===== src/ctrl_consts.svh =====
// Purpose: Constants for the call, conditional call, bit clear and invert unit.
// Assumes: 16-bit instruction words, 32-bit sum register.
// Notes:   Opcode patterns are compared against the first instruction word.
`ifndef CTRL_CONSTS_SVH
`define CTRL_CONSTS_SVH

`define OPC_CALL        8'h7A
`define OPC_CONDCALL_HI 6'h3A
`define OPC_INVERT      16'hBE00
`define OPC_CLR_HI      12'hBE4
`define SEL_INTM        4'h0
`define SEL_OVM         4'h2
`define SEL_SXM         4'h6
`define SEL_CNF         4'h4
`define SEL_TC          4'hA
`define SEL_CARRY       4'hE
`define SEL_XF          4'hC
`define ST0_OVM_BIT     11
`define ST0_INTM_BIT    9
`define ST1_TC_BIT      11
`define ST1_SXM_BIT     10
`define ST1_CARRY_BIT   9
`define ST1_CNF_BIT     12
`define ST1_XF_BIT      4
`define CALL_CYCLES     3'd4
`define SKIP_CYCLES     3'd2
`define SINGLE_CYCLES   3'd1
`define ST_RESET        16'h0000
`define SUM_RESET       32'h0000_0000

`endif


===== src/ctrl_pkg.sv =====
// Purpose: Types shared by the execution unit and its environment.
// Assumes: Nothing beyond the constants header.
// Notes:   Holds types only.
package ctrl_pkg;
    typedef struct packed {
        logic [15:0] word0;
        logic [15:0] word1;
        logic [15:0] addr;
    } fetch_t;

    typedef struct packed {
        logic        push;
        logic [15:0] ret_addr;
        logic        jump;
        logic [15:0] target;
        logic        flush;
    } flow_t;

    typedef enum logic [1:0] {
        IDLE_S = 2'b00,
        BUSY_S = 2'b01
    } exec_state_t;
endpackage


===== src/call_branch_flag_clear_exec.sv =====
// Purpose: Executes absolute call, conditional call, bit clear and invert.
// Assumes: Fetch presents two instruction words with a valid strobe.
// Notes:   External wait states arrive as a count on wait_i.
`timescale 1ns/1ns
`include "ctrl_consts.svh"

// Overview of operation
// - Invert replaces every sum register bit with its complement.
// - Invert leaves the carry flag as it was.
// - Conditional call is taken only when all selected conditions hold.
// - Failed conditional call pushes nothing and resumes after both words.
// - Taken discontinuity discards the two speculatively fetched words.
// - Absolute call loads its second word into the instruction pointer.
// - Clearing the test flag zeroes bit 11 of status word one only.
// - Invert from on-chip memory completes in one cycle plus wait states.
// - Bit clear from on-chip memory completes in one cycle plus waits.
// - Invert runs under repeat prefix, one cycle per repetition.
module call_branch_flag_clear_exec
    import ctrl_pkg::*;
#(
    parameter int WAIT_W = 4
) (
    // Clock and reset.
    input  wire logic              clk_i,
    input  wire logic              rst_i,
    // Fetched instruction.
    input  wire logic              valid_i,
    input  wire ctrl_pkg::fetch_t  fetch_i,
    input  wire logic [WAIT_W-1:0] wait_i,
    input  wire logic [7:0]        rpt_count_i,
    input  wire logic              bio_low_i,
    // Results.
    output logic                   ready_o,
    output ctrl_pkg::flow_t        flow_o,
    output logic                   arp_we_o,
    output logic [2:0]             arp_o,
    output logic [31:0]            sum_o,
    output logic [15:0]            st0_o,
    output logic [15:0]            st1_o
);
    import ctrl_pkg::*;

    initial begin
        if (WAIT_W < 1 || WAIT_W > 8) $error("WAIT_W out of range");
    end

    exec_state_t state;
    logic [8:0]  busy_cnt;
    logic [31:0] sum;
    logic [15:0] st0;
    logic [15:0] st1;
    flow_t       flow;
    logic        arp_we;
    logic [2:0]  aux_pointer_select;
    logic [7:0]  rpt_left;

    // Decode of the first instruction word.
    wire [15:0] w0        = fetch_i.word0;
    wire        is_call   = w0[15:8] == `OPC_CALL;
    wire        is_cc     = w0[15:10] == `OPC_CONDCALL_HI;
    wire        is_inv    = w0 == `OPC_INVERT;
    wire        is_clr    = w0[15:4] == `OPC_CLR_HI && !w0[0];
    wire [3:0]  clr_sel   = w0[3:0];
    wire        go        = valid_i && ready_o;

    // Condition evaluation: zero, less-than, overflow, carry, test, pin.
    wire        acc_zero  = sum == 32'h0000_0000;
    wire        acc_neg   = sum[31];
    wire [1:0]  tp        = w0[9:8];
    wire        zl_ok     = (!w0[7] || (acc_zero == w0[3]))
                         && (!w0[6] || (acc_neg == w0[2]))
                         && (!w0[7] || !w0[6] || w0[3] || w0[2]
                             || (!acc_zero && !acc_neg));
    wire        v_ok      = !w0[5] || (st0[`ST0_OVM_BIT] == w0[1]);
    wire        c_ok      = !w0[4] || (st1[`ST1_CARRY_BIT] == w0[0]);
    wire        tp_ok     = (tp == 2'b00) ? bio_low_i :
                            (tp == 2'b01) ? st1[`ST1_TC_BIT] :
                            (tp == 2'b10) ? !st1[`ST1_TC_BIT] : 1'b1;
    wire        cc_true   = zl_ok && v_ok && c_ok && tp_ok;
    wire        taken     = is_call || (is_cc && cc_true);
    wire [15:0] after_two = 16'(fetch_i.addr + 16'h0002);

    // Cycles each instruction occupies, plus external wait states.
    wire [8:0]  waits     = 9'(wait_i);
    wire [8:0]  base_cyc  = taken ? 9'(`CALL_CYCLES) :
                            is_cc ? 9'(`SKIP_CYCLES) :
                            9'(`SINGLE_CYCLES);
    // Repetitions of the invert add one cycle each after the first pass.
    wire [8:0]  rpt_cyc   = is_inv ? 9'(rpt_count_i) : 9'd0;
    // Extra cycles beyond the taking cycle; zero means single cycle.
    wire [8:0]  next_busy = 9'(base_cyc + waits + rpt_cyc - 9'd1);

    // Control flow outputs for the fetch unit and stack.
    always_comb begin
        flow = '0;
        flow.push     = go && taken;
        flow.ret_addr = after_two;
        flow.jump     = go && (taken || is_cc);
        flow.target   = taken ? fetch_i.word1 : after_two;
        flow.flush    = go && taken;
    end

    assign ready_o  = state == IDLE_S;
    assign flow_o   = flow;
    assign arp_we_o = arp_we;
    assign arp_o    = aux_pointer_select;
    assign sum_o    = sum;
    assign st0_o    = st0;
    assign st1_o    = st1;

    // Busy counter enforcing instruction lengths and repeat counts.
    always_ff @(posedge clk_i) begin
        if (rst_i) begin
            state    <= IDLE_S;
            busy_cnt <= '0;
        end else if (state == IDLE_S) begin
            if (go && next_busy != 9'd0) begin
                state    <= BUSY_S;
                busy_cnt <= next_busy;
            end
        end else if (busy_cnt > 9'd1) begin
            busy_cnt <= busy_cnt - 9'd1;
        end else begin
            // Last busy cycle; ready rises for the following cycle.
            state    <= IDLE_S;
            busy_cnt <= '0;
        end
    end

    // Sum register inversion, once per repetition.
    always_ff @(posedge clk_i) begin
        if (rst_i) begin
            sum      <= `SUM_RESET;
            rpt_left <= 8'd0;
        end else if (go && is_inv) begin
            sum      <= ~sum;
            rpt_left <= rpt_count_i;
        end else if (state == BUSY_S && rpt_left != 8'd0) begin
            sum      <= ~sum;
            rpt_left <= rpt_left - 8'd1;
        end
    end

    // Status bit clearing; carry is never touched by inversion.
    always_ff @(posedge clk_i) begin
        if (rst_i) begin
            st0 <= `ST_RESET;
            st1 <= `ST_RESET;
        end else if (go && is_clr) begin
            unique case (clr_sel)
                `SEL_INTM:  st0[`ST0_INTM_BIT]  <= 1'b0;
                `SEL_OVM:   st0[`ST0_OVM_BIT]   <= 1'b0;
                `SEL_SXM:   st1[`ST1_SXM_BIT]   <= 1'b0;
                `SEL_CNF:   st1[`ST1_CNF_BIT]   <= 1'b0;
                `SEL_TC:    st1[`ST1_TC_BIT]    <= 1'b0;
                `SEL_CARRY: st1[`ST1_CARRY_BIT] <= 1'b0;
                `SEL_XF:    st1[`ST1_XF_BIT]    <= 1'b0;
                default: ;
            endcase
        end
    end

    // Auxiliary pointer update requested by the absolute call.
    always_ff @(posedge clk_i) begin
        if (rst_i) begin
            arp_we <= 1'b0;
            aux_pointer_select    <= 3'd0;
        end else begin
            arp_we <= go && is_call && w0[7] && w0[3];
            aux_pointer_select    <= w0[2:0];
        end
    end

    a_invert_all: assert property (@(posedge clk_i) disable iff (rst_i)
        go && is_inv |=> sum == ~$past(sum))
        else $error("invert wrong");
    a_carry_kept: assert property (@(posedge clk_i) disable iff (rst_i)
        go && is_inv |=> $stable(st1[`ST1_CARRY_BIT]))
        else $error("carry changed");
    a_cc_false: assert property (@(posedge clk_i) disable iff (rst_i)
        go && is_cc && !cc_true |-> !flow_o.push && flow_o.target == after_two)
        else $error("false call pushed");
    a_flush_taken: assert property (@(posedge clk_i) disable iff (rst_i)
        flow_o.push |-> flow_o.flush)
        else $error("no flush");
    a_call_target: assert property (@(posedge clk_i) disable iff (rst_i)
        go && is_call |-> flow_o.jump && flow_o.target == fetch_i.word1)
        else $error("bad target");
    a_tc_clear: assert property (@(posedge clk_i) disable iff (rst_i)
        go && is_clr && clr_sel == `SEL_TC |=> !st1[`ST1_TC_BIT]
        && st1[10:0] == $past(st1[10:0]))
        else $error("tc clear");
    a_single_cycle: assert property (@(posedge clk_i) disable iff (rst_i)
        go && (is_clr || (is_inv && rpt_count_i == 0)) && wait_i == 0
        |=> ready_o)
        else $error("not one cycle");
    a_call_push: assert property (@(posedge clk_i) disable iff (rst_i)
        go && taken |-> flow_o.push && flow_o.ret_addr == after_two)
        else $error("no push");
    c_call: cover property (@(posedge clk_i) go && is_call);
    c_cc_skip: cover property (@(posedge clk_i) go && is_cc && !cc_true);
    c_rpt_inv: cover property (@(posedge clk_i) go && is_inv && rpt_count_i != 0);
endmodule // call_branch_flag_clear_exec


===== config.mk =====
export PLATFORM = sky130hd
export DESIGN_NAME = call_branch_flag_clear_exec
export DESIGN_NICKNAME = d
export VERILOG_FILES = /design/src/ctrl_pkg.sv /design/src/call_branch_flag_clear_exec.sv
export VERILOG_INCLUDE_DIRS = /design/src
export SDC_FILE = /design/constraint.sdc
export NUM_CORES = 1
export LEC_CHECK = 0
export BUFFER_PORTS_ARGS = -buffer_cell sky130_fd_sc_hd__buf_2
export CAP_MARGIN = 40
export CELL_PAD_IN_SITES_DETAIL_PLACEMENT = 0
export CELL_PAD_IN_SITES_GLOBAL_PLACEMENT = 2
export CORE_UTILIZATION = 29
export DETAILED_ROUTE_END_ITERATION = 16
export GPL_TIMING_DRIVEN = 0
export PLACE_DENSITY = 0.95
export SLEW_MARGIN = 30
export SYNTH_ARGS = -nofsm -noshare
export SYNTH_HDL_FRONTEND = slang
export SYNTH_SLANG_ARGS = --single-unit

===== constraint.sdc =====
create_clock -name clk_i -period 14.5 [get_ports clk_i]
set_input_delay 2.9 -clock clk_i [delete_from_list [all_inputs] [get_ports clk_i]]
set_output_delay 2.9 -clock clk_i [all_outputs]
set_load 0.05 [all_outputs]

==> impl_metrics.env <==
export IMPL_outcome="finished, final reports clean"
export IMPL_drv_slew=0
export IMPL_grt_setup_unrepaired="false"
export IMPL_synth_cells=442
export IMPL_synth_cell_types=57
export IMPL_fin_nets=703
export IMPL_synth_edf_count=0
export IMPL_synth_seq_cells=54
export IMPL_drive_gt1_frac=0.351
export IMPL_synth_top_area_share=0.285
export IMPL_slowest_delay_ps=490
export IMPL_crit_top_cell="buf_2"
export IMPL_switchingPower_uw=425
export IMPL_dieHeight_um=116
export IMPL_drc=0
export IMPL_seqPwrFrac=0.297
export IMPL_synth_area_leaders="dfxtp_1 29%, xor2_1 11%, buf_4 7.5%"
export IMPL_fin_skew_ps=9.23
export IMPL_cts_sinks=54
export IMPL_cts_clk_slew_worst_paths_ps=70
export IMPL_criticalPathCategory="input port to output port"
export IMPL_postCtsSetupBuffers=0
export IMPL_setup_tns_ps=0
export IMPL_grt_pass1_wl_mm=16.7
export IMPL_drv_cap=0
export IMPL_min_period_ps=7700
export IMPL_clock_power_share=0.152
export IMPL_drt_wl_total_mm=10.8
export IMPL_start_util=0.299
export IMPL_die_w_um=116
export IMPL_ys_seq_area_frac=0.285
export IMPL_crit_path_end_kind="output port"
export IMPL_dp_hpwl_mm=9.02
export IMPL_cts_max_path_buffers=2
export IMPL_diodes=0
export IMPL_cp_cell_sequence="buf_2, inv_1, a31oi_1, mux2i_1, a221oi_2, nor2_2, buf_6, mux2_4, buf_2"
export IMPL_preCtsSetupSlack_ps=6640
export IMPL_switching_share=0.509
export IMPL_fmax_ghz=0.130
export IMPL_holdBufCountCts=0
export IMPL_ys_flop_type="dfxtp_1"
export IMPL_rows=41
export IMPL_p_leak_uw=0.00251
export IMPL_place_gp_congestion=0.867
export IMPL_internal_power_uw=410
export IMPL_cp_arrival_ps=4800
export IMPL_ant_nets=0
export IMPL_crit_path_start_kind="input port"
export IMPL_r2r_slack_ps=8800
export IMPL_ios=168
export IMPL_cts_tree="done"
export IMPL_synth_top_area_cell="dfxtp_1"
export IMPL_grt_max_degree=20
export IMPL_numCtsBuffers=5
export IMPL_clock_latency_ps=300
export IMPL_first_global_vias=3333
export IMPL_maxSlewHeadroom=0.575
export IMPL_multi_input_area_um2=2380
export IMPL_combPwrFrac=0.551
export IMPL_cts_resized_gates=0
export IMPL_final_cell_mix="135 x buf_2, 69 x nor2_1, 54 x dfxtp_1, 46 x xor2_1, 38 x buf_4"
export IMPL_port_buffer_count=134
export IMPL_worstPathRequired_ps=11600
export IMPL_period_share=0.531
export IMPL_p_per_area_nw_per_um2=169
export IMPL_htree_levels=2
export IMPL_syn_to_final_growth_pct=30.5
export IMPL_num_vias=3526
export IMPL_syn_area_um2=3790
export IMPL_synthArstFlopShare=0
export IMPL_seq_area_um2=1080
export IMPL_grt_overflow_total=0
export IMPL_avgSynthCellArea_um2=8.57
export IMPL_ir_worst_vdd_uv=133
export IMPL_die_area_um2=13500
export IMPL_antenna_found_initial=0
export IMPL_core_area_um2=12700
export IMPL_cpMaxStageDelayCell="nor2_2"
export IMPL_hold_violations=0
export IMPL_first_pass_iters=4
export IMPL_drt_iter0_markers=92
export IMPL_hold_class="flop to flop"
export IMPL_yosysWarnings=0
export IMPL_viasPerCell=4.48
export IMPL_crit_path_max_fanout=10
export IMPL_clockRootBuffer="clkbuf_16"
export IMPL_wire_per_inst_um=13.7
export IMPL_filler_cell_count=1341
export IMPL_final_common_cell="buf_2"
export IMPL_worst_slew_pin_transition_ps=634
export IMPL_grt_total_usage=0.160
export IMPL_setup_viol=0
export IMPL_fin_ws_ps=6800
==> worst paths after layout <==
check | endpoint | cells past startpoint | start
max | flow_o[11] | 9 | fetch_i[34]
min | busy_cnt[8] | 2 | busy_cnt[8]
min reg2reg | busy_cnt[8] | 2 | busy_cnt[8]
max reg2reg | busy_cnt[5] | 21 | sum_o[23]
==> synth_stat cells, types with 2 or more instances <==
library cell,count
clkbuf_1,7
xor2_1,46
nor2b_1,3
nor4_1,12
or3_1,5
mux2i_1,3
nand4_1,4
and3_1,5
nand2b_1,3
nor3_2,2
o21ai_0,3
or4_1,2
o221a_1,2
a31o_2,3
nor3_1,2
nor3b_1,2
a21oi_1,15
dfxtp_1,54
mux2_2,9
a221oi_2,3
ha_1,22
a211oi_1,5
and2_1,2
nand3_1,11
a2bb2oi_1,2
nand2_1,21
mux2_4,7
fa_1,3
inv_1,31
a21o_1,3
xnor2_1,16
buf_4,38
nor2_2,2
a31oi_1,3
nor2_1,69
==> metrics by stage <==
stage	cell area (um^2)	total power (uW)	hold WS, ps	cells	util
floorplan	3900	608	475	473	-
global placement	4790	703	484	779	0.378
CTS	4940	839	504	787	0.390
finish	4940	835	504	787	0.390
global route	4940	885	539	787	0.390
detailed placement	4790	709	494	779	0.378
==> power by group through the flow <==
stage | Sequential (uW) | Combinational, uW | Clock [uW]
global placement | 248 | 456 | 0
finish | 248 | 460 | 127
CTS | 248 | 461 | 130
global route | 255 | 495 | 135
floorplan | 369 | 239 | 0
detailed placement | 250 | 460 | 0
==> flip-flops by register name, summed over array words and instances, names as in the netlist <==
| name | cells |
|---|---|
| arp_o | 3 |
| arp_we_o | 1 |
| busy_cnt | 9 |
| rpt_left | 8 |
| state | 1 |
| sum_o | 32 |
==> layer usage <==
layer  GRT usage  part of all wire  vias to the layer above  routed length [um]
li1            -                 -                     1773                   -
met3      0.0363             0.061                        6                 659
met5           0                 0                        -                   0
met4      0.0282            0.0083                        0                  89
met2       0.284              0.49                      126                5230
met1       0.199              0.44                     1621                4780
==> logic make-up after synthesis <==
logic type	after synthesis	share of synthesized area
XOR/XNOR	62	0.143
flip-flops	54	0.285
AO/OA/AOI/OAI	50	0.103
adder cells (fa/ha/maj)	25	0.0885
other	1	0.000990
multiplexers	19	0.0624
AND/OR/NAND/NOR	153	0.199
buffers and inverters	78	0.117
==> critical path: cells and delay by family <==
family                 cells  cell delay [ps]
AND/OR/NAND/NOR            1              490
buffers and inverters      4              720
multiplexers               2              490
AO/OA/AOI/OAI              2              170
==> area by class of cell <==
type	instances	area share
multi-input combinational	341	0.481
sequential	54	0.219
timing repair buffer	134	0.136
buffer	47	0.0663
tap	172	0.0435
clock buffer	5	0.0253
inverter	31	0.0235
clock inverter	3	0.00582
No activity file was read; power rests on OpenSTA's default activity.
